**config.mk**
```make
export PLATFORM = sky130hd
export DESIGN_NAME = slot_interrupt_flag_routing
export DESIGN_NICKNAME = d
export VERILOG_FILES = /design/src/flag_bit_array.v /design/src/irq_router.v /design/src/slot_interrupt_flag_routing.v
export VERILOG_INCLUDE_DIRS = /design/src
export SDC_FILE = /design/constraint.sdc
export NUM_CORES = 1
export LEC_CHECK = 0
export BUFFER_PORTS_ARGS = -buffer_cell sky130_fd_sc_hd__buf_2
export CAP_MARGIN = 20
export CELL_PAD_IN_SITES_DETAIL_PLACEMENT = 1
export CELL_PAD_IN_SITES_GLOBAL_PLACEMENT = 1
export CORE_MARGIN = 3
export CORE_UTILIZATION = 42
export DETAILED_ROUTE_END_ITERATION = 12
export GPL_TIMING_DRIVEN = 0
export PLACE_DENSITY = 0.95
export SYNTH_ARGS = -nofsm -noshare
export SYNTH_HDL_FRONTEND = slang
export SYNTH_HIERARCHICAL = 1
export SYNTH_SLANG_ARGS = --single-unit
```
**constraint.sdc**
```tcl
create_clock -name clock_i -period 4.6 [get_ports clock_i]
set_clock_uncertainty 0.05 [all_clocks]
set_input_delay 0.46 -clock clock_i [delete_from_list [all_inputs] [get_ports clock_i]]
set_output_delay 0.46 -clock clock_i [all_outputs]
set_load 0.02 [all_outputs]
```
**src/slot_irq_consts.vh**
```
// Purpose: Offsets, field positions and reset values of the slot interrupt flag block
// Assumes: 16-bit registers on the device's internal register port
// Notes:   Definitions only
`ifndef SLOT_IRQ_CONSTS_VH
`define SLOT_IRQ_CONSTS_VH

// ****************************************************************
// Register offsets
// ****************************************************************
`define BUF_FLAGS_OFFSET        16'h0000
`define DATA_READY_OFFSET       16'h0001
`define LEVEL_ONE_OFFSET        16'h0003
`define AUTOCLEAR_OFFSET        16'h0007
`define PRIMARY_MASK_OFFSET     16'h0014

// ****************************************************************
// Field positions
// ****************************************************************
`define SLOT_COUNT              12
`define BUF_LEVEL_BIT           15
`define BUF_UNDERRUN_BIT        14
`define BUF_OVERRUN_BIT         13
`define SLOT_FIELD_MSB          11
`define SLOT_FIELD_LSB          0

// ****************************************************************
// Reset values and writable bits
// ****************************************************************
`define FLAGS_RESET             16'h0000
`define AUTOCLEAR_RESET         16'h8fff
`define AUTOCLEAR_WMASK         16'h8fff
`define PRIMARY_MASK_RESET      16'h0000
`define PRIMARY_MASK_WMASK      16'hefff
`endif

```
**src/flag_bit_array.v**
```verilog
// Purpose: Row of sticky status flags with set and clear strobes
// Assumes: Strobes come from logic on clock_i
// Notes:   A set in the same cycle as a clear keeps the flag high
`timescale 1ns/100ps
`default_nettype none
`include "slot_irq_consts.vh"

module flag_bit_array #(
  parameter WIDTH = 12
) (
  input  wire             clock_i,
  input  wire             rst_i,
  input  wire [WIDTH-1:0] set_i,
  input  wire [WIDTH-1:0] clear_i,
  output wire [WIDTH-1:0] flags_o
);

  reg [WIDTH-1:0] flags_reg;

  genvar idx;
  generate
    for (idx = 0; idx < WIDTH; idx = idx + 1)
    begin : g_flag
      always @(posedge clock_i)
      begin
        if (rst_i)
          flags_reg[idx] <= 1'b0;
        else
          flags_reg[idx] <= set_i[idx] | (flags_reg[idx] & ~clear_i[idx]);
      end
    end
  endgenerate

  assign flags_o = flags_reg;

endmodule // flag_bit_array
`default_nettype wire

```
**src/irq_router.v**
```verilog
// Purpose: Gate flags through routing bits onto one interrupt line
// Assumes: Flags and routing bits share bit positions
// Notes:   Output is registered, one cycle after the flag changes
`timescale 1ns/100ps
`default_nettype none

module irq_router (
  input  wire        clock_i,
  input  wire        rst_i,
  input  wire [15:0] flags_i,
  input  wire [15:0] route_i,
  output wire        irq_o
);

  reg irq_reg;

  always @(posedge clock_i)
  begin
    if (rst_i)
      irq_reg <= 1'b0;
    else
      irq_reg <= |(flags_i & route_i);
  end

  assign irq_o = irq_reg;

endmodule // irq_router
`default_nettype wire

```
**src/slot_interrupt_flag_routing.v**
```verilog
// Summary of operation
// Level-one flag per slot set on criterion update
// Level-one flags reset zero, write-one clears
// Buffer flag autoclears on buffer read, enable resets one
// Per-slot autoclear enables clear data flags on read
// Mask bit 15 routes buffer level flag
// Mask bit 14 routes underrun flag
// Mask bit 13 routes overrun flag
// Mask bits 11 to 0 route slots L-A
// All routing bits reset to zero
// Data-ready flag set per new result, W1C
// Interrupt high while any routed flag high
// Set beats coincident clear
//
// Purpose: Status flags, autoclear and primary interrupt routing
// Assumes: Register port and event strobes come from logic on clock_i
// Notes:   Read data appears one cycle after reg_rd_i
`timescale 1ns/100ps
`default_nettype none
`include "slot_irq_consts.vh"

module slot_interrupt_flag_routing (
  input  wire        clock_i,
  input  wire        rst_i,
  input  wire [15:0] reg_addr_i,
  input  wire [15:0] reg_wdata_i,
  input  wire        reg_wr_i,
  input  wire        reg_rd_i,
  output reg  [15:0] reg_rdata_o,
  input  wire [11:0] slot_update_i,
  input  wire [11:0] level_one_met_i,
  input  wire [11:0] slot_data_read_i,
  input  wire        buffer_read_i,
  input  wire        buffer_level_event_i,
  input  wire        underrun_event_i,
  input  wire        overrun_event_i,
  output wire        irq_o
);

  // ****************************************************************
  // Control registers
  // ****************************************************************
  reg  [15:0] autoclear_enables_reg;
  reg  [15:0] primary_irq_mask_data_reg;

  wire wr_autoclear = reg_wr_i & (reg_addr_i == `AUTOCLEAR_OFFSET);
  wire wr_mask      = reg_wr_i & (reg_addr_i == `PRIMARY_MASK_OFFSET);
  wire wr_level_one = reg_wr_i & (reg_addr_i == `LEVEL_ONE_OFFSET);
  wire wr_ready     = reg_wr_i & (reg_addr_i == `DATA_READY_OFFSET);
  wire wr_buf       = reg_wr_i & (reg_addr_i == `BUF_FLAGS_OFFSET);

  always @(posedge clock_i)
  begin
    if (rst_i)
    begin
      autoclear_enables_reg     <= `AUTOCLEAR_RESET;
      primary_irq_mask_data_reg <= `PRIMARY_MASK_RESET;
    end
    else
    begin
      if (wr_autoclear)
        autoclear_enables_reg <= reg_wdata_i & `AUTOCLEAR_WMASK;
      if (wr_mask)
        primary_irq_mask_data_reg <= reg_wdata_i & `PRIMARY_MASK_WMASK;
    end
  end

  wire buffer_level_autoclear_en = autoclear_enables_reg[`BUF_LEVEL_BIT];
  wire [11:0] slot_autoclear_en  = autoclear_enables_reg[`SLOT_FIELD_MSB:`SLOT_FIELD_LSB];

  // ****************************************************************
  // Flag rows
  // ****************************************************************
  wire [11:0] level_one_flags;
  wire [11:0] data_ready_flags;
  wire [2:0]  buf_flags;

  // Criterion only counts while the slot's data registers update
  wire [11:0] level_one_set = slot_update_i & level_one_met_i;
  wire [11:0] level_one_clr = wr_level_one ? reg_wdata_i[11:0] : 12'h000;
  wire [11:0] ready_clr = (wr_ready ? reg_wdata_i[11:0] : 12'h000)
                        | (slot_data_read_i & slot_autoclear_en);
  wire [2:0]  buf_set = {buffer_level_event_i, underrun_event_i, overrun_event_i};
  wire [2:0]  buf_clr = (wr_buf ? reg_wdata_i[15:13] : 3'b000)
                      | {buffer_read_i & buffer_level_autoclear_en, 2'b00};

  flag_bit_array #(.WIDTH(12)) u_level_one (
    .clock_i (clock_i),
    .rst_i   (rst_i),
    .set_i   (level_one_set),
    .clear_i (level_one_clr),
    .flags_o (level_one_flags)
  );

  flag_bit_array #(.WIDTH(12)) u_data_ready (
    .clock_i (clock_i),
    .rst_i   (rst_i),
    .set_i   (slot_update_i),
    .clear_i (ready_clr),
    .flags_o (data_ready_flags)
  );

  flag_bit_array #(.WIDTH(3)) u_buf_flags (
    .clock_i (clock_i),
    .rst_i   (rst_i),
    .set_i   (buf_set),
    .clear_i (buf_clr),
    .flags_o (buf_flags)
  );

  // ****************************************************************
  // Primary interrupt routing
  // ****************************************************************
  // Bit layout matches the mask: 15 level, 14 underrun, 13 overrun, 11:0 slots
  wire [15:0] routed_flags = {buf_flags, 1'b0, data_ready_flags};

  irq_router u_router (
    .clock_i (clock_i),
    .rst_i   (rst_i),
    .flags_i (routed_flags),
    .route_i (primary_irq_mask_data_reg),
    .irq_o   (irq_o)
  );

  // ****************************************************************
  // Register read
  // ****************************************************************
  reg [15:0] rdata_next;

  always @*
  begin
    case (reg_addr_i)
      `BUF_FLAGS_OFFSET:    rdata_next = {buf_flags, 13'h0000};
      `DATA_READY_OFFSET:   rdata_next = {4'h0, data_ready_flags};
      `LEVEL_ONE_OFFSET:    rdata_next = {4'h0, level_one_flags};
      `AUTOCLEAR_OFFSET:    rdata_next = autoclear_enables_reg;
      `PRIMARY_MASK_OFFSET: rdata_next = primary_irq_mask_data_reg;
      default:              rdata_next = 16'h0000;
    endcase
  end

  always @(posedge clock_i)
  begin
    if (rst_i)
      reg_rdata_o <= 16'h0000;
    else if (reg_rd_i)
      reg_rdata_o <= rdata_next;
  end

endmodule // slot_interrupt_flag_routing
`default_nettype wire

```
==> flow_summary.json <==
{
  "status": "finished clean",
  "post-cts-setup-buffers": 0,
  "slew_headroom": 0.4720,
  "path_cells": "buf_2 -> or4_1 -> buf_4 -> nor4_4 -> clkbuf_1 -> and3_1 -> nand2b_1 -> a21oi_2",
  "synth_top_area_cell": "dfxtp_1",
  "die_area_sq_um": 9505,
  "p_int_w": 0.0009465,
  "die_h_um": 97.50,
  "startpoint_type": "input port",
  "synth_area_leaders": "dfxtp_1 (40%), nand2_1 (7.6%), a21oi_2 (7.5%)",
  "fmax_ghz": 0.4012,
  "antenna_left": 0,
  "synthArstFlopShare": 0,
  "end_kind": "flop",
  "cts_max_level": 3,
  "insertion_delay_ns": 0.35,
  "power_frac_clock": 0.399,
  "track_usage": 0.2554,
  "hold_viol": 0,
  "dp.final_hpwl_mm": 8.875,
  "syn_inst": 398,
  "synth_seq_area_share": 0.4043,
  "grt_pass1_vias": 3808,
  "multi_input_area_sq_um": 1837,
  "tns_ns": 0,
  "cp.required_ns": 4.78,
  "hold_path.class": "input port to flop",
  "worst_path_max_delay_cell": "or4_1",
  "synth_area_sq_um": 3516,
  "finalSetupViolCount": 0,
  "yosys_register_bits": 71,
  "grt_overflow": 0,
  "wl_per_cell_um": 20.17,
  "cts_buffer_depth": 2,
  "switching_share": 0.2545,
  "worstPathArrival_ns": 2.68,
  "p_leak_nw": 1.846,
  "antenna_found_initial": 0,
  "root_buffer": "clkbuf_8",
  "start_util": 0.4435,
  "viasPerCell": 5.785,
  "post_cts_resized": 0,
  "min_period_ns": 2.493,
  "clock_sinks": 71,
  "finalCritPeriodShare": 0.5419,
  "port_buffers": 90,
  "row_count": 32,
  "drtIter0Drc": 257,
  "syn_area_per_cell_sq_um": 8.834,
  "fin_nets": 577,
  "clk_pin_slew_ns": 0.08,
  "crit_buf_inv": 3,
  "seq_area_sq_um": 1421,
  "numCtsBuffers": 9,
  "num_vias": 3517,
  "synth.distinct_cells": 38,
  "cts_tree": "yes",
  "maxCapViolations": 0,
  "holdBufCountCts": 0,
  "synth_top_cell_area_share": 0.4043,
  "crit_type": "input port to flop",
  "pwr_density_cell_nw_per_um2": 295.3,
  "routabilityCongestion": 0.8875,
  "routed_wl_mm": 12.26,
  "slowest_delay_ns": 0.51,
  "cp_max_fo": 10,
  "power_switching_w": 0.0003230,
  "synth_edf_count": 0,
  "synthFlopType": "dfxtp_1",
  "p_comb_frac": 0.093,
  "rsz0062_at_grt": "false",
  "slew_violations": 0,
  "p_seq_frac": 0.508,
  "drive_above_1_share": 0.3241,
  "cp_top_family": "simple AND/OR/NAND/NOR gates",
  "io-pin-count": 93,
  "yosysWarningCount": 6,
  "area_growth_pct": 22.28,
  "whs_ns": 0.2974,
  "dieWidth_um": 97.50,
  "coreArea_sq_um": 7928,
  "grt_start_max_net_pins": 14,
  "grt_first_pass_wirelength_mm": 19.51,
  "antenna_cells": 0,
  "drt-pass1-iter-count": 5,
  "peakVddDrop_v": 0.0001627,
  "worst_pin_slew_ns": 0.7920,
  "fill_cells": 991,
  "route.detailed.drc": 0
}
[cell families after synthesis]
kind of cell,share of synthesized area
AOI/OAI and AO/OA,0.2427
buffers and inverters,0.07544
DFF,0.4043
other,0.001067
and+or+nand+nor,0.2765
[cells in the mapped netlist (all sizes together), types with 2 or more instances]
cell    number
a22o        27
nor4         8
dfxtp       71
nand2b      27
or4b         3
nor2         2
inv         28
nand3        2
clkbuf       8
or4          4
and2        15
nand2       73
buf         15
o21ai       17
a22oi        4
and3        16
a221oi      15
nand3b      13
a21oi       42
[tightest hold or removal path, stage by stage]
cell	delay, ns
buf_2	0.10
inv_1	0.05
a21oi_2	0.04
[layout make-up]
class                   instances  area share
flip-flops and latches         71      0.3306
inverters                      28     0.02445
repair buffers                 90      0.1048
plain buffers                  23     0.03725
multi-input cells             278      0.4272
well taps                     102     0.02969
clock buffers                  10     0.03201
clock inverters                 6     0.01397
[worst paths after layout]
path	startpoint	to	slack [ns]	cells after the start
worst min-delay path	slot_update_i[6]	u_data_ready/flags_o[6]	0.30	3
worst min register to register	reg_rdata_o[3]	reg_rdata_o[3]	0.40	2
worst max-delay path	reg_addr_i[13]	u_level_one/flags_o[4]	2.11	8
worst max register to register	u_data_ready/flags_o[6]	reg_rdata_o[6]	3.32	3
[routing by layer]
metal | track usage | vias to the layer above | share of wire | routed length, um
met1 | 0.3081 | 1721 | 0.39 | 4794
met3 | 0.06174 | 33 | 0.084 | 1031
met5 | 0 | - | 0 | 0
met2 | 0.4481 | 163 | 0.50 | 6125
met4 | 0.07561 | 0 | 0.025 | 310
li1 | - | 1600 | - | -
[stage by stage]
stage / power [W] / utilization / std cells / area, sq um / worst slack [ns]
2_1_floorplan: 0.0007113 / - / 400 / 3523 / 2.370
3_3_place_gp: 0.0007675 / 0.5174 / 592 / 4101 / 1.911
3_5_place_dp: 0.0007748 / 0.5174 / 592 / 4101 / 1.814
4_1_cts: 0.001267 / 0.5423 / 608 / 4299 / 2.169
5_1_grt: 0.001310 / 0.5423 / 608 / 4299 / 2.089
6_report: 0.001270 / 0.5423 / 608 / 4299 / 2.107
[power by group through the flow]
stage	Combinational [W]	Sequential, W	Clock [W]
final	0.000119	0.000645	0.000506
after global routing	0.000129	0.000647	0.000535
after CTS	0.000118	0.000645	0.000505
after detailed placement	0.000116	0.000658	0
after global placement	0.000110	0.000658	0
after floorplan	0.0000579	0.000653	0
[layout by cell type, fill, tap and decap left out, types with 8 or more instances in the layout]
cell,instances
buf_2,94
nand2_1,71
dfxtp_1,71
a21oi_2,30
inv_1,28
a22o_1,27
nand2b_1,27
and3_1,16
and2_1,15
o21ai_1,15
a221oi_1,14
nand3b_1,13
a21oi_1,12
clkbuf_8,10
clkbuf_1,8
No activity file was read; power rests on OpenSTA's default activity.
